### src/output_channel_regs.svh
// register offsets, reset values and framing constants of the packet mux
`ifndef OUTPUT_CHANNEL_REGS_SVH
`define OUTPUT_CHANNEL_REGS_SVH

`define OCM_OFS_CTRL 8'h00
`define OCM_OFS_STATUS 8'h04
`define OCM_OFS_PKG_COUNT 8'h08
`define OCM_OFS_SCALAR 8'h0C
`define OCM_OFS_TABLE_INDEX 8'h10
`define OCM_OFS_TABLE_DATA 8'h14
`define OCM_OFS_FORMAT 8'h18

`define OCM_CTRL_ENABLE_BIT 0
`define OCM_CTRL_SHARED_BIT 1
`define OCM_CTRL_RESET 32'h0000_0001
`define OCM_STATUS_BUSY_BIT 16

`define OCM_MAX_CHANNELS 16
`define OCM_MAX_WORD_BITS 1024
`define OCM_STREAM_BITS 256
`define OCM_SWITCH_BITS 128
`define OCM_PAYLOAD_BEATS 64
`define OCM_HEADER_BEATS 2
`define OCM_FIFO_DEPTH 32

`define OCM_RESP_OKAY 2'h0
`define OCM_RESP_SLVERR 2'h2

`endif

### src/output_channel_pkg.sv
// types shared by the packet mux files
package output_channel_pkg;
    typedef enum logic [0:0] {
        SW_IDLE,
        SW_PACKAGE
    } switch_state_t;
endpackage

### src/channel_fifo.sv
// flip-flop FIFO with valid/ready on both sides
`timescale 1ns/10ps
`default_nettype none
module channel_fifo #(
    parameter int WIDTH = 16,
    parameter int DEPTH = 32
) (
    input wire logic aclk,
    input wire logic aresetn,
    input wire logic ce,
    input wire logic [WIDTH-1:0] in_data,
    input wire logic in_valid,
    output logic in_ready,
    output logic [WIDTH-1:0] out_data,
    output logic out_valid,
    input wire logic out_ready
);
    localparam int AW = (DEPTH > 1) ? $clog2(DEPTH) : 1;
    localparam int CW = $clog2(DEPTH + 1);

    if (DEPTH < 2 || WIDTH < 1) begin : g_check
        $error("channel_fifo: DEPTH must be at least 2, WIDTH at least 1");
    end

    logic [WIDTH-1:0] mem_q [DEPTH];
    logic [AW-1:0] wr_q;
    logic [AW-1:0] rd_q;
    logic [CW-1:0] count_q;
    logic room_q;
    logic push;
    logic pop;
    logic [CW-1:0] count_d;

    assign in_ready = room_q;
    assign out_valid = (count_q != '0);
    assign out_data = mem_q[rd_q];
    assign push = in_valid && room_q;
    assign pop = out_valid && out_ready;
    assign count_d = count_q + CW'(push) - CW'(pop);

    always_ff @(posedge aclk) begin
        if (ce && push) begin
            mem_q[wr_q] <= in_data;
        end
    end

    always_ff @(posedge aclk) begin
        if (!aresetn) begin
            wr_q <= '0;
            rd_q <= '0;
            count_q <= '0;
            room_q <= 1'b1;
        end else if (ce) begin
            if (push) begin
                wr_q <= (wr_q == AW'(DEPTH - 1)) ? '0 : wr_q + 1'b1;
            end
            if (pop) begin
                rd_q <= (rd_q == AW'(DEPTH - 1)) ? '0 : rd_q + 1'b1;
            end
            count_q <= count_d;
            room_q <= (count_d != CW'(DEPTH));
        end
    end
endmodule
`default_nettype wire

### src/output_channel_packet_mux.sv
// channel FIFOs, package framer, parameter storage and AXI4-Lite registers
//
// Added by the designer: the address map and register access over AXI4-Lite.
`timescale 1ns/10ps
`default_nettype none
`include "output_channel_regs.svh"
module output_channel_packet_mux #(
    parameter int NCH = 2,
    parameter int WORD_BITS = 16,
    parameter int FIFO_DEPTH = `OCM_FIFO_DEPTH,
    parameter bit HAS_SCALAR = 1'b1,
    parameter int SCALAR_BITS = 16,
    parameter int SCALAR_INT_BITS = 3,
    parameter bit SCALAR_SIGNED = 1'b0,
    parameter logic [31:0] SCALAR_INIT = 32'h0000_0000,
    parameter bit HAS_TABLE = 1'b1,
    parameter int TABLE_BITS = 16,
    parameter int TABLE_INT_BITS = 2,
    parameter bit TABLE_SIGNED = 1'b1,
    parameter int TABLE_DEPTH = 32,
    parameter logic [TABLE_DEPTH*TABLE_BITS-1:0] TABLE_INIT = '0,
    parameter bit CHANNEL_SIGNED = 1'b0
) (
    input wire logic aclk,
    input wire logic aresetn,
    input wire logic ce,
    input wire logic [7:0] s_axi_awaddr,
    input wire logic s_axi_awvalid,
    output logic s_axi_awready,
    input wire logic [31:0] s_axi_wdata,
    input wire logic [3:0] s_axi_wstrb,
    input wire logic s_axi_wvalid,
    output logic s_axi_wready,
    output logic [1:0] s_axi_bresp,
    output logic s_axi_bvalid,
    input wire logic s_axi_bready,
    input wire logic [7:0] s_axi_araddr,
    input wire logic s_axi_arvalid,
    output logic s_axi_arready,
    output logic [31:0] s_axi_rdata,
    output logic [1:0] s_axi_rresp,
    output logic s_axi_rvalid,
    input wire logic s_axi_rready,
    input wire logic [NCH*WORD_BITS-1:0] channel_sample_word,
    input wire logic [NCH-1:0] channel_sample_valid,
    output logic [NCH-1:0] channel_accept,
    output logic [`OCM_STREAM_BITS-1:0] m_axis_tdata,
    output logic m_axis_tvalid,
    output logic m_axis_tlast,
    input wire logic m_axis_tready,
    output logic [SCALAR_BITS-1:0] scalar_param_value,
    input wire logic [$clog2(TABLE_DEPTH)-1:0] table_index,
    input wire logic table_read_strobe,
    output logic [TABLE_BITS-1:0] table_read_word
);
    localparam int SWB = `OCM_SWITCH_BITS;
    localparam int PAY_BITS = `OCM_PAYLOAD_BEATS * `OCM_STREAM_BITS;
    localparam int HDR_CHUNKS = `OCM_HEADER_BEATS * `OCM_STREAM_BITS / SWB;
    localparam int LAST_CHUNK = (`OCM_HEADER_BEATS + `OCM_PAYLOAD_BEATS)
        * `OCM_STREAM_BITS / SWB - 1;
    localparam int ACC_BITS = SWB + WORD_BITS;
    localparam int ACW = $clog2(ACC_BITS + 1);
    localparam int PBW = $clog2(PAY_BITS + 1) + 1;
    localparam int CHW = (NCH > 1) ? $clog2(NCH) : 1;
    localparam int TIW = $clog2(TABLE_DEPTH);

    if (NCH < 1 || NCH > `OCM_MAX_CHANNELS) begin : g_chk_nch
        $error("NCH must be 1 to 16");
    end
    if (WORD_BITS < 1 || WORD_BITS > `OCM_MAX_WORD_BITS) begin : g_chk_w
        $error("WORD_BITS must be 1 to 1024");
    end
    if (SCALAR_BITS < 1 || SCALAR_BITS > 32 || TABLE_BITS < 1
        || TABLE_BITS > 32 || TABLE_DEPTH < 2) begin : g_chk_par
        $error("parameter storage widths must be 1 to 32, depth 2 or more");
    end

    // ---------------- register file ----------------
    logic [31:0] ctrl_q;
    logic [31:0] pkg_count_q;
    logic [SCALAR_BITS-1:0] scalar_q;
    logic [TIW-1:0] tab_ptr_q;
    logic [TABLE_BITS-1:0] table_q [TABLE_DEPTH];
    logic [7:0] awaddr_q;
    logic [31:0] wdata_q;
    logic [3:0] wstrb_q;
    logic wr_fire;
    logic busy;
    logic [NCH-1:0] fifo_valid;

    function automatic logic [31:0] merge(input logic [31:0] old_v,
                                          input logic [31:0] new_v,
                                          input logic [3:0] strb);
        logic [31:0] r;
        r = old_v;
        for (int b = 0; b < 4; b++) begin
            if (strb[b]) begin
                r[8*b +: 8] = new_v[8*b +: 8];
            end
        end
        return r;
    endfunction

    // both halves of a write are held until the response is accepted
    assign wr_fire = !s_axi_awready && !s_axi_wready && !s_axi_bvalid;

    always_ff @(posedge aclk) begin
        if (!aresetn) begin
            s_axi_awready <= 1'b1;
            s_axi_wready <= 1'b1;
            s_axi_bvalid <= 1'b0;
            s_axi_bresp <= `OCM_RESP_OKAY;
            awaddr_q <= '0;
            wdata_q <= '0;
            wstrb_q <= '0;
        end else if (ce) begin
            if (s_axi_awvalid && s_axi_awready) begin
                awaddr_q <= s_axi_awaddr;
                s_axi_awready <= 1'b0;
            end
            if (s_axi_wvalid && s_axi_wready) begin
                wdata_q <= s_axi_wdata;
                wstrb_q <= s_axi_wstrb;
                s_axi_wready <= 1'b0;
            end
            if (wr_fire) begin
                s_axi_bvalid <= 1'b1;
                case (awaddr_q)
                    `OCM_OFS_CTRL, `OCM_OFS_SCALAR, `OCM_OFS_TABLE_INDEX,
                    `OCM_OFS_TABLE_DATA: s_axi_bresp <= `OCM_RESP_OKAY;
                    default: s_axi_bresp <= `OCM_RESP_SLVERR;
                endcase
            end
            if (s_axi_bvalid && s_axi_bready) begin
                s_axi_bvalid <= 1'b0;
                s_axi_awready <= 1'b1;
                s_axi_wready <= 1'b1;
            end
        end
    end

    always_ff @(posedge aclk) begin
        if (!aresetn) begin
            ctrl_q <= `OCM_CTRL_RESET;
            scalar_q <= SCALAR_INIT[SCALAR_BITS-1:0];
            tab_ptr_q <= '0;
        end else if (ce && wr_fire) begin
            case (awaddr_q)
                `OCM_OFS_CTRL: ctrl_q <= merge(ctrl_q, wdata_q, wstrb_q)
                    & 32'h0000_0003;
                `OCM_OFS_SCALAR: begin
                    if (HAS_SCALAR) begin
                        // upper bits dropped: wrap on overflow
                        scalar_q <= SCALAR_BITS'(merge(32'(scalar_q),
                            wdata_q, wstrb_q));
                    end
                end
                `OCM_OFS_TABLE_INDEX: tab_ptr_q <= wdata_q[TIW-1:0];
                default: begin
                end
            endcase
        end
    end

    // table entries start from the configured vector, one per index
    always_ff @(posedge aclk) begin
        if (!aresetn) begin
            for (int i = 0; i < TABLE_DEPTH; i++) begin
                table_q[i] <= TABLE_INIT[i*TABLE_BITS +: TABLE_BITS];
            end
        end else if (ce && HAS_TABLE && wr_fire
                     && awaddr_q == `OCM_OFS_TABLE_DATA) begin
            table_q[tab_ptr_q] <= TABLE_BITS'(merge(32'(table_q[tab_ptr_q]),
                wdata_q, wstrb_q));
        end
    end

    always_ff @(posedge aclk) begin
        if (!aresetn) begin
            s_axi_arready <= 1'b1;
            s_axi_rvalid <= 1'b0;
            s_axi_rdata <= '0;
            s_axi_rresp <= `OCM_RESP_OKAY;
        end else if (ce) begin
            if (s_axi_arvalid && s_axi_arready) begin
                s_axi_arready <= 1'b0;
                s_axi_rvalid <= 1'b1;
                s_axi_rresp <= `OCM_RESP_OKAY;
                case (s_axi_araddr)
                    `OCM_OFS_CTRL: s_axi_rdata <= ctrl_q;
                    `OCM_OFS_STATUS: s_axi_rdata <= 32'(fifo_valid)
                        | (32'(busy) << `OCM_STATUS_BUSY_BIT);
                    `OCM_OFS_PKG_COUNT: s_axi_rdata <= pkg_count_q;
                    `OCM_OFS_SCALAR: s_axi_rdata <= 32'(scalar_q);
                    `OCM_OFS_TABLE_INDEX: s_axi_rdata <= 32'(tab_ptr_q);
                    `OCM_OFS_TABLE_DATA: s_axi_rdata <= 32'(table_q[tab_ptr_q]);
                    // sign codes: 0 unsigned, 1 two's complement
                    `OCM_OFS_FORMAT: s_axi_rdata <= {5'h00, CHANNEL_SIGNED,
                        TABLE_SIGNED, SCALAR_SIGNED, 8'(SCALAR_INT_BITS),
                        8'(TABLE_INT_BITS), 8'(WORD_BITS)};
                    default: begin
                        s_axi_rdata <= '0;
                        s_axi_rresp <= `OCM_RESP_SLVERR;
                    end
                endcase
            end
            if (s_axi_rvalid && s_axi_rready) begin
                s_axi_rvalid <= 1'b0;
                s_axi_arready <= 1'b1;
            end
        end
    end

    // parameters held constant toward the user design
    assign scalar_param_value = scalar_q;

    always_ff @(posedge aclk) begin
        if (!aresetn) begin
            table_read_word <= '0;
        end else if (ce && HAS_TABLE && table_read_strobe) begin
            table_read_word <= table_q[table_index];
        end
    end

    // ---------------- channel FIFOs ----------------
    logic [NCH-1:0] fifo_ready;
    logic [NCH-1:0] fifo_pop;
    logic [WORD_BITS-1:0] fifo_data [NCH];
    logic shared;

    assign shared = ctrl_q[`OCM_CTRL_SHARED_BIT];
    assign channel_accept = fifo_ready;

    for (genvar i = 0; i < NCH; i++) begin : g_ch
        logic wr_valid;
        // shared rate: channel 0 valid stands for all; each FIFO takes it
        // while it has room, else one full FIFO starves the open package
        assign wr_valid = shared ? channel_sample_valid[0]
            : channel_sample_valid[i];
        channel_fifo #(
            .WIDTH(WORD_BITS),
            .DEPTH(FIFO_DEPTH)
        ) u_fifo (
            .aclk(aclk),
            .aresetn(aresetn),
            .ce(ce),
            .in_data(channel_sample_word[i*WORD_BITS +: WORD_BITS]),
            .in_valid(wr_valid),
            .in_ready(fifo_ready[i]),
            .out_data(fifo_data[i]),
            .out_valid(fifo_valid[i]),
            .out_ready(fifo_pop[i])
        );
    end

    // ---------------- package switch and framer ----------------
    output_channel_pkg::switch_state_t state_q;
    logic [CHW-1:0] grant_q;
    logic [7:0] chunk_q;
    logic [ACC_BITS-1:0] acc_q;
    logic [ACW-1:0] acc_n_q;
    logic [PBW-1:0] pkg_bits_q;
    logic [SWB-1:0] lo_q;
    logic [15:0] seq_q;
    logic in_pkg;
    logic in_hdr;
    logic acc_full;
    logic pad;
    logic slot_ok;
    logic emit;
    logic load;
    logic [SWB-1:0] chunk_word;
    logic [CHW-1:0] next_ch;
    logic next_found;

    assign in_pkg = (state_q == output_channel_pkg::SW_PACKAGE);
    assign busy = in_pkg;
    assign in_hdr = (chunk_q < 8'(HDR_CHUNKS));
    assign acc_full = (acc_n_q >= ACW'(SWB));
    // a sample that would cross the payload end is left for the next package
    assign pad = (pkg_bits_q + PBW'(WORD_BITS) > PBW'(PAY_BITS));
    // odd chunks complete a beat and need the output register free
    assign slot_ok = !chunk_q[0] || !m_axis_tvalid || m_axis_tready;
    assign emit = in_pkg && slot_ok && (in_hdr || acc_full || pad);
    // the granted channel is drained until its package ends
    assign load = in_pkg && !in_hdr && !acc_full && !pad
        && fifo_valid[grant_q];

    for (genvar i = 0; i < NCH; i++) begin : g_pop
        assign fifo_pop[i] = load && (grant_q == CHW'(i));
    end

    always_comb begin
        chunk_word = acc_q[SWB-1:0];
        if (in_hdr) begin
            chunk_word = '0;
            if (chunk_q == 8'h00) begin
                chunk_word[15:0] = 16'(grant_q);
                chunk_word[31:16] = seq_q;
                chunk_word[47:32] = 16'(WORD_BITS);
                chunk_word[63:48] = 16'(NCH);
            end
        end
    end

    always_comb begin
        int idx;
        idx = 0;
        next_ch = grant_q;
        next_found = 1'b0;
        for (int k = 1; k <= NCH; k++) begin
            idx = int'(grant_q) + k;
            if (idx >= NCH) begin
                idx = idx - NCH;
            end
            if (!next_found && fifo_valid[idx]) begin
                next_found = 1'b1;
                next_ch = CHW'(idx);
            end
        end
    end

    always_ff @(posedge aclk) begin
        if (!aresetn) begin
            state_q <= output_channel_pkg::SW_IDLE;
            grant_q <= CHW'(NCH - 1);
            chunk_q <= '0;
            seq_q <= '0;
            pkg_count_q <= '0;
        end else if (ce) begin
            case (state_q)
                output_channel_pkg::SW_IDLE: begin
                    chunk_q <= '0;
                    if (ctrl_q[`OCM_CTRL_ENABLE_BIT] && next_found) begin
                        grant_q <= next_ch;
                        state_q <= output_channel_pkg::SW_PACKAGE;
                    end
                end
                output_channel_pkg::SW_PACKAGE: begin
                    if (emit) begin
                        chunk_q <= chunk_q + 8'h01;
                        if (chunk_q == 8'(LAST_CHUNK)) begin
                            state_q <= output_channel_pkg::SW_IDLE;
                            seq_q <= seq_q + 16'h0001;
                            pkg_count_q <= pkg_count_q + 32'h0000_0001;
                        end
                    end
                end
                default: state_q <= output_channel_pkg::SW_IDLE;
            endcase
        end
    end

    // dense packing: each sample lands right above the previous one
    always_ff @(posedge aclk) begin
        if (!aresetn) begin
            acc_q <= '0;
            acc_n_q <= '0;
            pkg_bits_q <= '0;
        end else if (ce) begin
            if (!in_pkg) begin
                acc_q <= '0;
                acc_n_q <= '0;
                pkg_bits_q <= '0;
            end else if (emit && !in_hdr) begin
                acc_q <= acc_q >> SWB;
                acc_n_q <= acc_full ? acc_n_q - ACW'(SWB) : '0;
            end else if (load) begin
                acc_q <= acc_q | (ACC_BITS'(fifo_data[grant_q]) << acc_n_q);
                acc_n_q <= acc_n_q + ACW'(WORD_BITS);
                pkg_bits_q <= pkg_bits_q + PBW'(WORD_BITS);
            end
        end
    end

    // two 128-bit switch words make one 256-bit stream beat
    always_ff @(posedge aclk) begin
        if (!aresetn) begin
            lo_q <= '0;
            m_axis_tdata <= '0;
            m_axis_tvalid <= 1'b0;
            m_axis_tlast <= 1'b0;
        end else if (ce) begin
            if (m_axis_tvalid && m_axis_tready) begin
                m_axis_tvalid <= 1'b0;
            end
            if (emit && !chunk_q[0]) begin
                lo_q <= chunk_word;
            end else if (emit) begin
                m_axis_tdata <= {chunk_word, lo_q};
                m_axis_tvalid <= 1'b1;
                m_axis_tlast <= (chunk_q == 8'(LAST_CHUNK));
            end
        end
    end
endmodule
`default_nettype wire

### config.mk
export PLATFORM = sky130hd
export DESIGN_NAME = output_channel_packet_mux
export DESIGN_NICKNAME = d
export VERILOG_FILES = /design/src/output_channel_pkg.sv /design/src/channel_fifo.sv /design/src/output_channel_packet_mux.sv
export VERILOG_INCLUDE_DIRS = /design/src
export SDC_FILE = /design/constraint.sdc
export NUM_CORES = 2
export LEC_CHECK = 0
export BUFFER_PORTS_ARGS = -buffer_cell sky130_fd_sc_hd__buf_2
export CAP_MARGIN = 15
export CORE_UTILIZATION = 59
export CTS_CLUSTER_SIZE = 24
export DETAILED_ROUTE_END_ITERATION = 10
export PLACE_DENSITY = 0.84
export SLEW_MARGIN = 40
export SYNTH_ARGS = -nofsm -noshare
export SYNTH_HDL_FRONTEND = slang
export SYNTH_SLANG_ARGS = --single-unit
export TNS_END_PERCENT = 100
### constraint.sdc
create_clock -name aclk -period 4.5 [get_ports aclk]
set_input_delay 0.225 -clock aclk [delete_from_list [all_inputs] [get_ports aclk]]
set_output_delay 0.225 -clock aclk [all_outputs]
set_load 0.02 [all_outputs]
==> results_dict.tcl <==
set metrics [dict create \
    outcome "complete, but fails checks" \
    violations "design-rule violations" \
    drive_above_1_share 0.229 \
    ant_nets 0 \
    cts_setup_buffers 0 \
    synth_seq_area_share 0.653 \
    firstDrtPassIters 11 \
    hold_viol 0 \
    yosysTopAreaCell "edfxtp_1" \
    clkPwrFrac 0.425 \
    die_x_um 401 \
    vias 64504 \
    port_buffers 413 \
    fin_tns_setup_ps 0 \
    crit_top_cell "inv_1" \
    drt_wl_total_mm 271 \
    swShare 0.227 \
    grtUsageMet2 0.546 \
    cp_slowest_stage_delay_ps 440 \
    wl_per_cell_um 28.5 \
    synth_common_cells "edfxtp_1, nor2_1, nand2_1" \
    cts_hold_repair.buffers 74 \
    internal-power_uw 33800 \
    worst_pin_slew_ps 921 \
    clk_transition_reported_paths_ps 70 \
    cts_resized 0 \
    synth_edf_count 1536 \
    relSlewSlack 0.385 \
    layout.nets 7399 \
    slew_viol_final 0 \
    critPathLaunchType "flip-flop" \
    crit_required_ps 5230 \
    cts_tree "done" \
    die_area_um2 161000 \
    drt_iter0_drc 9977 \
    grt_pass1_wl_mm 399 \
    crit_fanout 5 \
    p_leak_uw 0.0360 \
    root_buffer "clkbuf_16" \
    grt_usage 0.333 \
    antenna_found_initial 21 \
    p_comb_frac 0.052 \
    synthMostInstantiatedCell "edfxtp_1" \
    rows 146 \
    cp_num_buf_inv 4 \
    dpl_worst_slack_ps 654 \
    ys_seq_elements 2293 \
    crit_arrival_ps 4590 \
    switching_power_uw 9930 \
    critical_path.cell_chain "inv_1 -> ha_1 -> and4bb_2 -> nor2b_1 -> o21ai_0 -> nor2_1 -> o21ai_1 -> nor3_1 -> ha_1 -> inv_1 -> ha_1 -> inv_1 -> fa_1 -> inv_1 -> a21oi_1 -> nor2_1 -> nor2_1 -> xor2_1 -> mux2i_1 -> and2_1" \
    synth_cells 6816 \
    cpMaxStageDelayCell "fa_1" \
    syn_area_per_cell_um2 13.8 \
    grt_busiest_layer "met2" \
    fin_skew_ps 63.3 \
    whs_ps 105 \
    grt_max_degree 150 \
    syn_to_final_growth_pct 14.1 \
    final-setup-viol-count 0 \
    peakVddDrop_mv 0.458 \
    fin_crit_sh 0.858 \
    drv_cap 0 \
    drc 1 \
    stdcell_count 9523 \
    synth_area_um2 93900 \
    dp_hpwl_mm 167 \
    start_util 0.594 \
    power.density_nw_per_um2 408 \
    rsz0062_at_grt "false" \
    met3_usage 0.0867 \
    grtUsageMet1 0.405 \
    io_pins 434 \
    cts-buffers-inserted 216 \
    clock-sinks 2293 \
    end_kind "flip-flop" \
    setup_slack_ps 638 \
    yosysWarnings 0 \
    ys_async_sr_fraction 0 \
    power_uw 43700 \
    yosysUniqueCellTypes 82 \
    seqPwrFrac 0.523 \
    via_per_inst 6.77 \
    path_delay_family "simple AND/OR/NAND/NOR gates" \
    clock_path_buffers 3 \
    finalCriticalPeriod_ps 3860 \
    first_global_vias 63202 \
    hold_path_class "input port to flip-flop" \
    gp_congestion 0.884 \
    grt_overflow 0 \
    core_um2 158000 \
    clock_latency_ps 890 \
    synth.top_cell.area_share 0.491 \
    die_h_um 401 \
    ys.flop_type "edfxtp_1" \
    crit_type "flip-flop to flip-flop" \
    fmax_mhz 259 \
    dp.cells 9039 \
    htree_levels 4 \
    synth_top_cells_by_area "edfxtp_1, dfxtp_1, mux4_2" \
]
## worst register-to-register path, delay by kind of cell, from the launching register on
kind | cells | cell delay [ps]
mux | 1 | 90
fa+ha+maj | 4 | 1040
xor+xnor | 1 | 170
buf+inv | 4 | 270
flops | 1 | 330
compound gates | 3 | 470
simple gates | 7 | 1350
## path summary, 6_finish.rpt
kind,from,end,slack [ps],cells past startpoint
worst max-delay path,g_ch[1].u_fifo.count_q[4],g_ch[0].u_fifo.count_q[4],640,20
worst max register to register,g_ch[1].u_fifo.count_q[4],g_ch[0].u_fifo.count_q[4],640,20
worst min register to register,lo_q[6],m_axis_tdata[6],430,2
worst min-delay path,s_axi_araddr[6],s_axi_rdata[3],110,5
## routing by layer
| metal | vias up | share of wire |
|---|---|---|
| li1 | 26392 | - |
| met1 | 31744 | 0.33 |
| met2 | 5221 | 0.48 |
| met3 | 1119 | 0.13 |
| met4 | 28 | 0.061 |
| met5 | - | 0.00067 |
## layout make-up
class / count / area, µm²
Tap cell: 2072 / 2590
Clock buffer: 297 / 6010
Antenna cell: 6 / 15.0
Inverter: 40 / 158
Sequential cell: 2293 / 61300
Multi-Input combinational cell: 3950 / 30600
Fill cell: 9830 / 51000
Timing Repair Buffer: 758 / 5350
Clock inverter: 107 / 1190
## state kept, by name, indices dropped and copies added, names as in the netlist, 2 cells and up, named ones only
signal,count
g_ch.u_fifo.wr_q,10
pkg_bits_q,12
seq_q,16
wstrb_q,2
lo_q,128
table_q,512
ctrl_q,2
pkg_count_q,32
scalar_param_value,16
g_ch.u_fifo.in_ready,2
g_ch.u_fifo.rd_q,10
g_ch.u_fifo.count_q,12
tab_ptr_q,5
g_ch.u_fifo.mem_q,1024
wdata_q,16
acc_q,144
table_read_word,16
chunk_q,8
awaddr_q,8
acc_n_q,4
m_axis_tdata,256
s_axi_rdata,32
## cells in the final DEF (no fill, tap or decap), types with 87 or more instances in the layout
master and count:
edfxtp_1 1536, nor2_1 843, nand2_1 779, dfxtp_1 748
a21oi_1 623, mux4_2 580, buf_2 409, nand3_1 332
buf_4 234, clkbuf_16 219, o21ai_0 108, mux2i_1 87
## stage by stage
| stage | utilization | area (µm²) |
|---|---|---|
| final | 0.677 | 107000 |
| after global routing | 0.677 | 107000 |
| after CTS | 0.677 | 107000 |
| after detailed placement | 0.627 | 99200 |
| after global placement | 0.626 | 99000 |
| after floorplan | - | 93900 |
## logic make-up (layout without fill, tap and decap cells)
logic type      after synthesis  in the layout  synth area share
xor+xnor                     42             42           0.00412
mux                         701            701             0.152
simple gates               2201           2201             0.100
buf+inv                     574           1202            0.0260
flops                      2293           2293             0.653
other cells                   1              8         0.0000399
compound gates              965            965            0.0594
fa+ha+maj                    39             39           0.00536
## power groups by stage
stage / Clock (µW) / Combinational, µW / Sequential, µW
finish: 18600 / 2270 / 22900
floorplan: 0 / 1180 / 23300
global route: 19400 / 2340 / 22900
CTS: 18600 / 2200 / 22900
global placement: 0 / 2040 / 23300
detailed placement: 0 / 2110 / 23300
Power figures use the tool's default switching activity.
